## src/common/boot_cfg_pkg.sv

```systemverilog
/*
  Shared constants and types for the chip reset and boot-configuration block:
  register map, reset values, strap layout, clock-mode decoding and counts.
  Assumes a 32-bit APB register port and a single 25 MHz reference clock.
*/
package boot_cfg_pkg;

  // Register map, byte addresses on APB
  localparam logic [11:0] ADDR_PAD_DRIVE   = 12'h000;
  localparam logic [11:0] ADDR_PAD_SLEW    = 12'h004;
  localparam logic [11:0] ADDR_GPIO_SEL    = 12'h008;
  localparam logic [11:0] ADDR_BOOT_STATUS = 12'h00C;
  localparam logic [11:0] ADDR_SYS_CLOCK_OUT_CTRL = 12'h010;

  // Pad defaults: a cleared bit is the 2 mA drive, a cleared slew bit is fast
  localparam logic [31:0] PAD_DRIVE_RST    = 32'h0000_0000;
  localparam logic [31:0] PAD_SLEW_RST     = 32'h0000_0000;
  localparam logic [31:0] GPIO_SEL_RST     = 32'h0000_0000;
  localparam logic        SYS_CLOCK_OUT_EN_RST    = 1'b1;

  // Boot status field positions
  localparam int STAT_CLK_MODE_LSB = 0;
  localparam int STAT_CRYSTAL_BIT  = 2;
  localparam int STAT_RESET_CONFIG_PIN_BIT     = 3;
  localparam int STAT_TEST_BIT     = 4;
  localparam int STAT_PLL_EN_BIT   = 5;
  localparam int STAT_SRC_LSB      = 6;
  localparam int STAT_FLASH_BIT    = 8;
  localparam int STAT_RESET_OUT_N_BIT     = 9;

  // Reset timing in reference-clock cycles
  localparam int          RESET_IN_N_MIN_CYCLES = 8;
  localparam int          RESET_OUT_N_CYCLES     = 1024;
  localparam logic [3:0]  RESET_IN_N_CNT_MAX    = 4'(RESET_IN_N_MIN_CYCLES);
  localparam logic [10:0] RESET_OUT_N_CNT_MAX    = 11'(RESET_OUT_N_CYCLES);

  typedef enum logic [1:0] {
    SRC_EXT_OSC = 2'b00,
    SRC_ONCHIP  = 2'b01,
    SRC_CRYSTAL = 2'b11
  } clk_src_e;

  typedef enum logic [1:0] {
    MODE_NOPLL_OSC  = 2'b00,
    MODE_NOPLL_CRYSTAL_PIN = 2'b01,
    MODE_PLL_OSC    = 2'b10,
    MODE_PLL_CRYSTAL_PIN   = 2'b11
  } clk_mode_e;

  // Strap pins travel and are captured together
  typedef struct packed {
    logic [1:0] clock_mode_sel;
    logic       crystal_pin;
    logic       reset_config_pin;
    logic       test_pin;
  } strap_s;

  localparam strap_s STRAP_RST = '{clock_mode_sel: 2'b00, crystal_pin: 1'b0,
                                   reset_config_pin: 1'b0, test_pin: 1'b0};

  typedef struct packed {
    logic     pll_en;
    clk_src_e src;
  } clk_cfg_s;

endpackage : boot_cfg_pkg

```

## src/rtl/reset_and_boot_mode_select.sv

```systemverilog
/*
  Chip reset filter, reset-out stretcher, boot strap capture, clock-mode
  decode, clock-out generation and pad default registers behind APB.
  Assumes the reset pin and strap pins are asynchronous board levels and
  that REF_CLK_IN is the CPU clock; SYS_RST_IN is a synchronous power-on reset.
*/

module reset_and_boot_mode_select
  import boot_cfg_pkg::*;
(
  input  wire logic                  REF_CLK_IN,
  input  wire logic                  SYS_RST_IN,
  input  wire logic                  PSEL_IN,
  input  wire logic                  PENABLE_IN,
  input  wire logic                  PWRITE_IN,
  input  wire logic [11:0]           PADDR_IN,
  input  wire logic [31:0]           PWDATA_IN,
  output logic                       PREADY_OUT,
  output logic [31:0]                PRDATA_OUT,
  output logic                       PSLVERR_OUT,
  input  wire logic                  RESET_IN_N_IN,
  input  wire boot_cfg_pkg::strap_s  STRAP_IN,
  output logic                       RESET_OUT_N_OUT,
  output logic                       CORE_RESET_OUT,
  output logic                       SYS_CLOCK_OUT,
  output logic                       PLL_ENABLE_OUT,
  output boot_cfg_pkg::clk_src_e     CLOCK_SOURCE_OUT,
  output logic                       FLASH_PROG_MODE_OUT,
  output logic [31:0]                PAD_DRIVE_CTRL_OUT,
  output logic [31:0]                PAD_SLEW_CTRL_OUT,
  output logic [31:0]                PAD_PULLUP_EN_OUT
);
  import boot_cfg_pkg::*;

  function automatic clk_cfg_s boot_decode(input logic [1:0] mode, input logic crystal);
    clk_cfg_s cfg;
    cfg.pll_en = 1'b0;
    cfg.src    = SRC_EXT_OSC;
    case (clk_mode_e'(mode))
      MODE_NOPLL_OSC:
      begin
        cfg.pll_en = 1'b0;
        cfg.src    = crystal ? SRC_ONCHIP : SRC_EXT_OSC;
      end
      MODE_NOPLL_CRYSTAL_PIN:
      begin
        cfg.pll_en = 1'b0;
        cfg.src    = SRC_CRYSTAL;
      end
      MODE_PLL_OSC:
      begin
        cfg.pll_en = 1'b1;
        cfg.src    = crystal ? SRC_ONCHIP : SRC_EXT_OSC;
      end
      MODE_PLL_CRYSTAL_PIN:
      begin
        cfg.pll_en = 1'b1;
        cfg.src    = SRC_CRYSTAL;
      end
      default:
      begin
        cfg.pll_en = 1'b0;
        cfg.src    = SRC_EXT_OSC;
      end
    endcase
    return cfg;
  endfunction : boot_decode

  function automatic logic addr_known(input logic [11:0] addr);
    return (addr == ADDR_PAD_DRIVE) || (addr == ADDR_PAD_SLEW) ||
           (addr == ADDR_GPIO_SEL) || (addr == ADDR_BOOT_STATUS) ||
           (addr == ADDR_SYS_CLOCK_OUT_CTRL);
  endfunction : addr_known

  // Synchronisers; the first stages feed only the second stages
  logic        rstin_s1_r;
  logic        rstin_s2_r;
  strap_s      strap_s1_r;
  strap_s      strap_s2_r;

  logic [3:0]  low_cnt_r;
  logic [3:0]  low_cnt_nxt;
  logic        rst_src_r;
  logic        rst_src_nxt;
  logic [10:0] reset_out_n_cnt_r;
  logic        reset_out_n_n_r;
  logic        core_rst_r;
  logic        ctrl_rst;

  strap_s      strap_cap_r;
  clk_cfg_s    clk_cfg_r;
  logic        flash_prog_r;
  logic        sys_clock_out_r;
  logic        sys_clock_out_en_r;

  logic [31:0] pad_drive_r;
  logic [31:0] pad_slew_r;
  logic [31:0] gpio_sel_r;
  logic        pready_r;
  logic [31:0] prdata_r;
  logic        pslverr_r;
  logic [31:0] rd_mux;
  logic        wr_fire;

  always_ff @(posedge REF_CLK_IN)
  begin
    if (SYS_RST_IN)
    begin
      rstin_s1_r <= 1'b1;
      rstin_s2_r <= 1'b1;
      strap_s1_r <= STRAP_RST;
      strap_s2_r <= STRAP_RST;
    end
    else
    begin
      rstin_s1_r <= RESET_IN_N_IN;
      rstin_s2_r <= rstin_s1_r;
      strap_s1_r <= STRAP_IN;
      strap_s2_r <= strap_s1_r;
    end
  end

  // Short glitches on the reset pin are filtered by the low-cycle count
  always_comb
  begin
    if (rstin_s2_r)
      low_cnt_nxt = 4'h0;
    else if (low_cnt_r == RESET_IN_N_CNT_MAX)
      low_cnt_nxt = RESET_IN_N_CNT_MAX;
    else
      low_cnt_nxt = low_cnt_r + 4'h1;
    rst_src_nxt = (low_cnt_nxt == RESET_IN_N_CNT_MAX);
  end

  always_ff @(posedge REF_CLK_IN)
  begin
    if (SYS_RST_IN)
    begin
      low_cnt_r <= 4'h0;
      rst_src_r <= 1'b1;
    end
    else
    begin
      low_cnt_r <= low_cnt_nxt;
      rst_src_r <= rst_src_nxt;
    end
  end

  always_ff @(posedge REF_CLK_IN)
  begin
    if (SYS_RST_IN)
      core_rst_r <= 1'b1;
    else
      core_rst_r <= rst_src_r;
  end

  // Reset-out stretch after the reset source ends
  always_ff @(posedge REF_CLK_IN)
  begin
    if (SYS_RST_IN || rst_src_r)
    begin
      reset_out_n_cnt_r <= 11'h000;
      reset_out_n_n_r   <= 1'b0;
    end
    else if (reset_out_n_cnt_r != RESET_OUT_N_CNT_MAX)
    begin
      reset_out_n_cnt_r <= reset_out_n_cnt_r + 11'h001;
      reset_out_n_n_r   <= (reset_out_n_cnt_r == RESET_OUT_N_CNT_MAX - 11'h001);
    end
  end

  // Straps are taken once, on the edge where the reset source releases
  always_ff @(posedge REF_CLK_IN)
  begin
    if (SYS_RST_IN)
    begin
      strap_cap_r  <= STRAP_RST;
      clk_cfg_r    <= '{pll_en: 1'b0, src: SRC_EXT_OSC};
      flash_prog_r <= 1'b0;
    end
    else if (rst_src_r && !rst_src_nxt)
    begin
      strap_cap_r  <= strap_s2_r;
      clk_cfg_r    <= boot_decode(strap_s2_r.clock_mode_sel, strap_s2_r.crystal_pin);
      flash_prog_r <= strap_s2_r.reset_config_pin && !strap_s2_r.test_pin;
    end
  end

  // Clock-out toggles every rising edge: a registered copy of the system clock at half rate,
  // since a flip-flop output cannot reproduce the clock edge for edge
  always_ff @(posedge REF_CLK_IN)
  begin
    if (SYS_RST_IN)
      sys_clock_out_r <= 1'b0;
    else if (sys_clock_out_en_r)
      sys_clock_out_r <= !sys_clock_out_r;
    else
      sys_clock_out_r <= 1'b0;
  end

  // Pad and control registers also return to defaults on a pin reset
  assign ctrl_rst = SYS_RST_IN || core_rst_r;
  assign wr_fire  = PSEL_IN && PENABLE_IN && pready_r && PWRITE_IN && addr_known(PADDR_IN);

  always_ff @(posedge REF_CLK_IN)
  begin
    if (ctrl_rst)
    begin
      pad_drive_r <= PAD_DRIVE_RST;
      pad_slew_r  <= PAD_SLEW_RST;
    end
    else if (wr_fire && PADDR_IN == ADDR_PAD_DRIVE)
      pad_drive_r <= PWDATA_IN;
    else if (wr_fire && PADDR_IN == ADDR_PAD_SLEW)
      pad_slew_r  <= PWDATA_IN;
  end

  always_ff @(posedge REF_CLK_IN)
  begin
    if (ctrl_rst)
      gpio_sel_r <= GPIO_SEL_RST;
    else if (wr_fire && PADDR_IN == ADDR_GPIO_SEL)
      gpio_sel_r <= PWDATA_IN;
  end

  always_ff @(posedge REF_CLK_IN)
  begin
    if (ctrl_rst)
      sys_clock_out_en_r <= SYS_CLOCK_OUT_EN_RST;
    else if (wr_fire && PADDR_IN == ADDR_SYS_CLOCK_OUT_CTRL)
      sys_clock_out_en_r <= PWDATA_IN[0];
  end

  always_comb
  begin
    rd_mux = 32'h0000_0000;
    case (PADDR_IN)
      ADDR_PAD_DRIVE:   rd_mux = pad_drive_r;
      ADDR_PAD_SLEW:    rd_mux = pad_slew_r;
      ADDR_GPIO_SEL:    rd_mux = gpio_sel_r;
      ADDR_SYS_CLOCK_OUT_CTRL: rd_mux = {31'h0000_0000, sys_clock_out_en_r};
      ADDR_BOOT_STATUS:
      begin
        rd_mux[STAT_CLK_MODE_LSB +: 2] = strap_cap_r.clock_mode_sel;
        rd_mux[STAT_CRYSTAL_BIT]       = strap_cap_r.crystal_pin;
        rd_mux[STAT_RESET_CONFIG_PIN_BIT]          = strap_cap_r.reset_config_pin;
        rd_mux[STAT_TEST_BIT]          = strap_cap_r.test_pin;
        rd_mux[STAT_PLL_EN_BIT]        = clk_cfg_r.pll_en;
        rd_mux[STAT_SRC_LSB +: 2]      = clk_cfg_r.src;
        rd_mux[STAT_FLASH_BIT]         = flash_prog_r;
        rd_mux[STAT_RESET_OUT_N_BIT]          = reset_out_n_n_r;
      end
      default:          rd_mux = 32'h0000_0000;
    endcase
  end

  // One wait state: pready rises in the second access cycle, data registered with it
  always_ff @(posedge REF_CLK_IN)
  begin
    if (SYS_RST_IN)
    begin
      pready_r  <= 1'b0;
      prdata_r  <= 32'h0000_0000;
      pslverr_r <= 1'b0;
    end
    else if (PSEL_IN && PENABLE_IN && !pready_r)
    begin
      pready_r  <= 1'b1;
      prdata_r  <= PWRITE_IN ? 32'h0000_0000 : rd_mux;
      pslverr_r <= !addr_known(PADDR_IN);
    end
    else
    begin
      pready_r  <= 1'b0;
      prdata_r  <= 32'h0000_0000;
      pslverr_r <= 1'b0;
    end
  end

  assign PREADY_OUT          = pready_r;
  assign PRDATA_OUT          = prdata_r;
  assign PSLVERR_OUT         = pslverr_r;
  assign RESET_OUT_N_OUT     = reset_out_n_n_r;
  assign CORE_RESET_OUT      = core_rst_r;
  assign SYS_CLOCK_OUT       = sys_clock_out_r;
  assign PLL_ENABLE_OUT      = clk_cfg_r.pll_en;
  assign CLOCK_SOURCE_OUT    = clk_cfg_r.src;
  assign FLASH_PROG_MODE_OUT = flash_prog_r;
  assign PAD_DRIVE_CTRL_OUT  = pad_drive_r;
  assign PAD_SLEW_CTRL_OUT   = pad_slew_r;
  assign PAD_PULLUP_EN_OUT   = gpio_sel_r;

endmodule : reset_and_boot_mode_select

```

## config.mk

```make
export PLATFORM = sky130hd
export DESIGN_NAME = reset_and_boot_mode_select
export DESIGN_NICKNAME = d
export VERILOG_FILES = /design/src/common/boot_cfg_pkg.sv /design/src/rtl/reset_and_boot_mode_select.sv
export SDC_FILE = /design/constraint.sdc
export NUM_CORES = 1
export LEC_CHECK = 0
export BUFFER_PORTS_ARGS = -buffer_cell sky130_fd_sc_hd__buf_4
export CORE_UTILIZATION = 35
export DETAILED_ROUTE_END_ITERATION = 12
export GPL_TIMING_DRIVEN = 0
export SLEW_MARGIN = 5
export SYNTH_ARGS = -nofsm -noshare
export SYNTH_HDL_FRONTEND = slang
export SYNTH_SLANG_ARGS = --single-unit
```

## constraint.sdc

```tcl
create_clock -name REF_CLK_IN -period 1.85 [get_ports REF_CLK_IN]
set_clock_uncertainty 0.05 [all_clocks]
set_input_delay 0.185 -clock REF_CLK_IN [delete_from_list [all_inputs] [get_ports REF_CLK_IN]]
set_output_delay 0.185 -clock REF_CLK_IN [all_outputs]
set_load 0.03 [all_outputs]
```

==> results of run 1 <==
flip-flops by register name, summed over array words and instances, names as in the netlist:
register             count
PAD_DRIVE_CTRL_OUT      32
PAD_PULLUP_EN_OUT       32
PAD_SLEW_CTRL_OUT       32
PRDATA_OUT              32
reset_out_n_cnt_r       11
strap_cap_r              5
strap_s1_r               5
strap_s2_r               5
low_cnt_r                4
CLOCK_SOURCE_OUT         2
CORE_RESET_OUT           1
FLASH_PROG_MODE_OUT      1
PLL_ENABLE_OUT           1
PREADY_OUT               1
PSLVERR_OUT              1
RESET_OUT_N_OUT          1
SYS_CLOCK_OUT            1
rst_src_r                1
rstin_s1_r               1
rstin_s2_r               1
sys_clock_out_en_r       1
layout make-up:
type	count	area (um^2)	share of cell area, %
inverters	17	63.81	0.6439
plain buffers	72	365.4	3.687
well taps	265	331.6	3.346
clock buffers	17	425.4	4.293
clock inverters	15	211.5	2.134
multi-input cells	533	3254	32.84
flip-flops and latches	171	3428	34.60
repair buffers	231	1829	18.46
cell usage in the layout (no fill, tap or decap), types with 9 or more instances in the layout:
cell and instances:
nand2_1 15, buf_4 202, a22oi_1 13, o21ai_0 39, nor2_1 51, nand3_1 104, inv_1 17, nor2b_1 14
o32a_1 9, o22a_1 9, mux2i_1 35, mux2_2 13, clkbuf_16 17, dfxtp_1 169, a21oi_1 102, dlygate4sd3_1 38
o21ai_1 64, clkbuf_1 30, clkbuf_2 21
tightest hold or removal path, stage by stage:
cell and delay, ns:
buf_4 0.10, nor4_2 0.06, a21oi_1 0.13
stage by stage:
step / area, um^2 / instances / total power, mW
detailed placement: 8745 / 1249 / 4.144
CTS: 9784 / 1319 / 8.083
global route: 9910 / 1321 / 8.290
finish: 9910 / 1321 / 8.050
floorplan: 6987 / 794 / 3.953
global placement: 8745 / 1249 / 4.144
metal layers:
| metal | wire (um) | share of wire [%] | GRT usage (%) | up-vias |
|---|---|---|---|---|
| li1 | - | - | - | 3352 |
| met5 | 0 | 0 | 0 | - |
| met4 | 441 | 1.8 | 7.923 | 0 |
| met3 | 1646 | 6.6 | 4.762 | 36 |
| met1 | 11060 | 44 | 31.89 | 3327 |
| met2 | 11700 | 47 | 39.79 | 290 |
report_power, final:
part           switching (mW)  internal (mW)
registers              0.0185           3.70
logic                   0.217          0.203
clock network            1.62           2.28
worst paths after layout:
path	startpoint	endpoint	slack (ns)	depth (start not counted)
worst max-delay path	low_cnt_r[0]	CLOCK_SOURCE_OUT[0]	-0.09	5
worst min-delay path	PADDR_IN[1]	PSLVERR_OUT	0.04	3
worst max register to register	low_cnt_r[0]	CLOCK_SOURCE_OUT[0]	-0.09	5
worst min register to register	rstin_s1_r	rstin_s2_r	0.36	1
logic make-up after synthesis:
kind of cell,count (synthesis),share of synthesized area [%]
DFF,171,49.26
and+or+nand+nor,225,16.55
xor gates and xnor gates,7,0.8823
adders and majority gates,4,0.7202
muxes,48,7.148
AOI/OAI and AO/OA,248,20.08
buffers and inverters,91,5.366
repair_timing:
action	CTS	global route
pin swaps	1	4
cloned	0	1
gates resized for setup	15	48
endpoints found under the hold margin	102	0
endpoints found under the setup margin	101	122
buffers inserted	1	2
hold buffers	38	0
==> results.yml, run 1 <==
outcome:
  status: "complete, but fails checks"
  violations: "negative setup slack"
finish:
  post-route-util_pct: 50.92
  area_delta_synth_final_pct: 42.60
  drive_gt1_share_pct: 28.50
  diodes: 0
  nFillCells: 1909
  finalNetCount: 1102
synth:
  synth_top_area_share_pct: 49.26
  synthCells: 794
  synth_largest_area_cell: "dfxtp_1"
  synthArstFlopShare_pct: 0
  synth_edf_count: 0
  synth-seq-cells: 171
  synth_area_leaders: "dfxtp_1, nand3_1, a21oi_1, mux2i_1, o21ai_0"
  yosysWarnings: 0
  avgSynthCellArea_um2: 8.752
  synth_area_um2: 6949
  yosys-top-cells-count: "dfxtp_1, nand3_1, a21oi_1, o21ai_0, clkbuf_1"
  yosys.cell_count.top_type: "dfxtp_1"
  yosysSeqAreaShare_pct: 49.26
  syn_nets: 853
  synth.distinct_cells: 47
  ys.flop_type: "dfxtp_1"
flow_run:
  drv_cap: 0
sta:
  setup_violations: 4
  hold_viol_final: 0
  fin_hold_ws_ns: 0.03931
  fin_crit_ns: 1.940
  min_period_over_period_pct: 104.9
  fin_ws_ns: -0.09036
  tightest_slew_ns: 0.9046
  max_freq_mhz: 515.4
  grt_setup_unrepaired: "true"
  drv_slew: 0
  slew_headroom_pct: 39.69
  setup_tns_ns: -0.1185
place:
  hpwl_um: 17140
  portBuffers: 190
  dp_slack_ns: -0.6236
  gp_congestion: 0.8335
min_path:
  worstHoldPathType: "input pin to register"
worst_setup_path:
  slowest_delay_ns: 0.50
  crit_chain: "ha_4, nor2b_4, a2111o_1, o31a_4, o211a_1"
  start_kind: "register"
  crit_required_ns: 2.12
  worstPathArrival_ns: 2.21
  critical-path-top-delay-family: "compound AO/OA/AOI/OAI gates"
  endpoint_kind: "register"
  worstPathMaxFanout: 5
  crit_buf_inv: 0
  crit_type: "register to register"
  slowest_stage: "a2111o_1"
power:
  power_per_cell_area_nw_per_um2: 812.3
  p_leak_nw: 3.706
  ir_drop_v: 0.0006582
drt:
  dr.pass1.iters: 5
  antenna_left: 0
  drtIter0Drc: 535
  wirelength_um: 24840
  wl_per_cell_um: 18.81
  num_vias: 7005
  viasPerCell: 5.303
  drc: 0
die:
  die-width_um: 142.9
  die_h_um: 142.9
  num_rows: 51
  die_area_um2: 20420
  initial_utilization_pct: 35.71
  core_area_um2: 19460
  io_pins: 192
global_routing:
  grt_pass1_wl_um: 36910
  grt.total_usage_pct: 24.29
  antenna_found_initial: 0
  grt_pass1_vias: 6356
  grt_max_degree: 17
  grt-ovfl-total: 0
clock_tree:
  cts_tree: "built"
  ctsHtreeMaxLevel: 4
  cts_inserted_buffers: 17
  clk_path_buf_depth: 2
  clock-sinks: 171
  cts_root_buf: "clkbuf_16"
  path_clk_slew_ns: 0.07
  clk_latency_ns: 0.43
No activity file was read; power rests on OpenSTA's default activity.
==> run 2, diff against run 1 <==
--- a/config.mk
+++ b/config.mk
@@ -9,7 +9,8 @@
 export CORE_UTILIZATION = 35
 export DETAILED_ROUTE_END_ITERATION = 12
 export GPL_TIMING_DRIVEN = 0
-export SLEW_MARGIN = 5
+export RECOVER_POWER = 50
+export REMOVE_ABC_BUFFERS = 1
 export SYNTH_ARGS = -nofsm -noshare
 export SYNTH_HDL_FRONTEND = slang
 export SYNTH_SLANG_ARGS = --single-unit
==> run 2 against run 1 <==
The run still ends with negative setup slack left. Register-to-register slack improved by 0.04 ns. Setup slack improved by 0.044 ns. Core utilization is 1.7 points lower. Sequential power hardly changed. Critical path type unchanged. Critical endpoint unchanged. Largest cell class unchanged.
==> results.yml, run 2 (same netlist as run 1, synthesis figures left out) <==
sta:
  fin_crit_ns: 1.896
  fin_ws_ns: -0.04595
  drv_slew: 0
  setup_violations: 6
  max_freq_mhz: 527.4
  tightest_slew_ns: 0.9882
  slew_headroom_pct: 34.12
  hold_viol_final: 0
  min_period_over_period_pct: 102.5
  grt_setup_unrepaired: "true"
global_routing:
  antenna_found_initial: 0
  grt_max_degree: 83
  grt_pass1_wl_um: 34240
  met1_usage_pct: 28.54
  grt-ovfl-total: 0
  grt.total_usage_pct: 22.15
  grt_busiest_layer: "met2"
  use_met2_pct: 37.43
  grt_pass1_vias: 6162
  grt_util_met3_pct: 4.058
die:
  die_area_um2: 20420
  die_h_um: 142.9
  io_pins: 192
  num_rows: 51
  initial_utilization_pct: 35.71
  core_area_um2: 19460
  die-width_um: 142.9
drt:
  drc: 0
  num_vias: 6679
  dr.pass1.iters: 6
  antenna_left: 0
  viasPerCell: 5.247
  drtIter0Drc: 358
  wirelength_um: 23340
  wl_per_cell_um: 18.34
min_path:
  worstHoldPathType: "input pin to register"
worst_setup_path:
  worstPathMaxFanout: 5
  crit_required_ns: 2.13
  start_kind: "register"
  worstPathArrival_ns: 2.17
  crit_type: "register to register"
  endpoint_kind: "register"
finish:
  fin_cells: 1273
  drive_gt1_share_pct: 18.06
  area_delta_synth_final_pct: 37.74
  final_cell_mix: "dfxtp_1, clkbuf_1, nand3_1, a21oi_1, buf_4"
  diodes: 0
  final_common_cell: "dfxtp_1"
  finalNetCount: 1054
power:
  comb_power_share_pct: 5.3
  p_leak_nw: 3.200
  p_sw_share_pct: 22.76
  power_per_cell_area_nw_per_um2: 813.4
  finalPower_mw: 7.786
  p_switching_mw: 1.772
  ir_drop_v: 0.0006004
  p_int_mw: 6.014
  power.share.sequential_pct: 47.8
  pwr-share-clk_pct: 46.9
clock_tree:
  path_clk_slew_ns: 0.07
  clk_latency_ns: 0.43
  clk_path_buf_depth: 2
  cts_tree: "built"
  clock-sinks: 171
  cts_root_buf: "clkbuf_16"
  ctsHtreeMaxLevel: 4
  cts_inserted_buffers: 17
place:
  hpwl_um: 13300
  portBuffers: 191
  dp.cells: 1187
  gp_congestion: 0.7197
outcome:
  violations: "negative setup slack"
  status: "complete, but fails checks"
flow_run:
  drv_cap: 0
[run 2: timing repair]
item / CTS / global route
hold endpoints to repair: 102 / 0
gates resized for setup: 26 / 14
setup buffers: 5 / 6
pin swaps: 9 / 10
endpoints found under the setup margin: 137 / 72
gates cloned: 3 / 2
hold buffers: 38 / 0
[run 2: cell type report]
type                            instances  area [um^2]
Clock buffer                           20        466.7
Clock inverter                         12        136.4
Fill cell                            1914         9891
Inverter                               17        63.81
Multi-Input combinational cell        536         3396
Sequential cell                       171         3426
Tap cell                              265        331.6
Timing Repair Buffer                  252         1752
[run 2: final timing paths]
path / from / to / slack (ns) / depth (start not counted)
max: low_cnt_r[1] / CLOCK_SOURCE_OUT[0] / -0.05 / 5
min: PADDR_IN[1] / PSLVERR_OUT / 0.05 / 3
max reg2reg: low_cnt_r[1] / CLOCK_SOURCE_OUT[0] / -0.05 / 5
min reg2reg: rstin_s1_r / rstin_s2_r / 0.37 / 1
[run 2: stage by stage]
step	hold slack, ns	setup slack (ns)	utilization (%)	setup TNS, ns	instance area, um^2
after floorplan	0.2066	-1.744	-	-191.45	6640
after global placement	0.3230	-3.639	43.19	-423.12	8406
after detailed placement	0.3248	-1.052	44.78	-87.11	8716
after CTS	0.002343	-0.02780	50.82	-0.02780	9891
after global routing	0.05686	-0.1049	49.18	-0.9132	9572
final	0.05007	-0.04595	49.18	-0.07686	9572
[run 2: routing by layer]
| metal | vias up | wire, um |
|---|---|---|
| li1 | 3259 | - |
| met1 | 3165 | 10510 |
| met2 | 231 | 11220 |
| met3 | 24 | 1338 |
| met4 | 0 | 269 |
| met5 | - | 0 |
[run 2: worst max-delay path, stage by stage, from the launching register on]
cell      delay (ns)
dfxtp_2         0.35
ha_4            0.16
nor2b_4         0.12
a2111o_1        0.51
o31a_4          0.40
o211a_1         0.21
[run 2: power groups by stage]
stage / Combinational [mW] / Clock [mW] / Sequential [mW]
after global placement: 0.307 / 0 / 3.81
final: 0.415 / 3.65 / 3.72
after floorplan: 0.0969 / 0 / 3.82
after global routing: 0.440 / 3.87 / 3.72
after detailed placement: 0.324 / 0 / 3.81
after CTS: 0.414 / 3.73 / 3.72
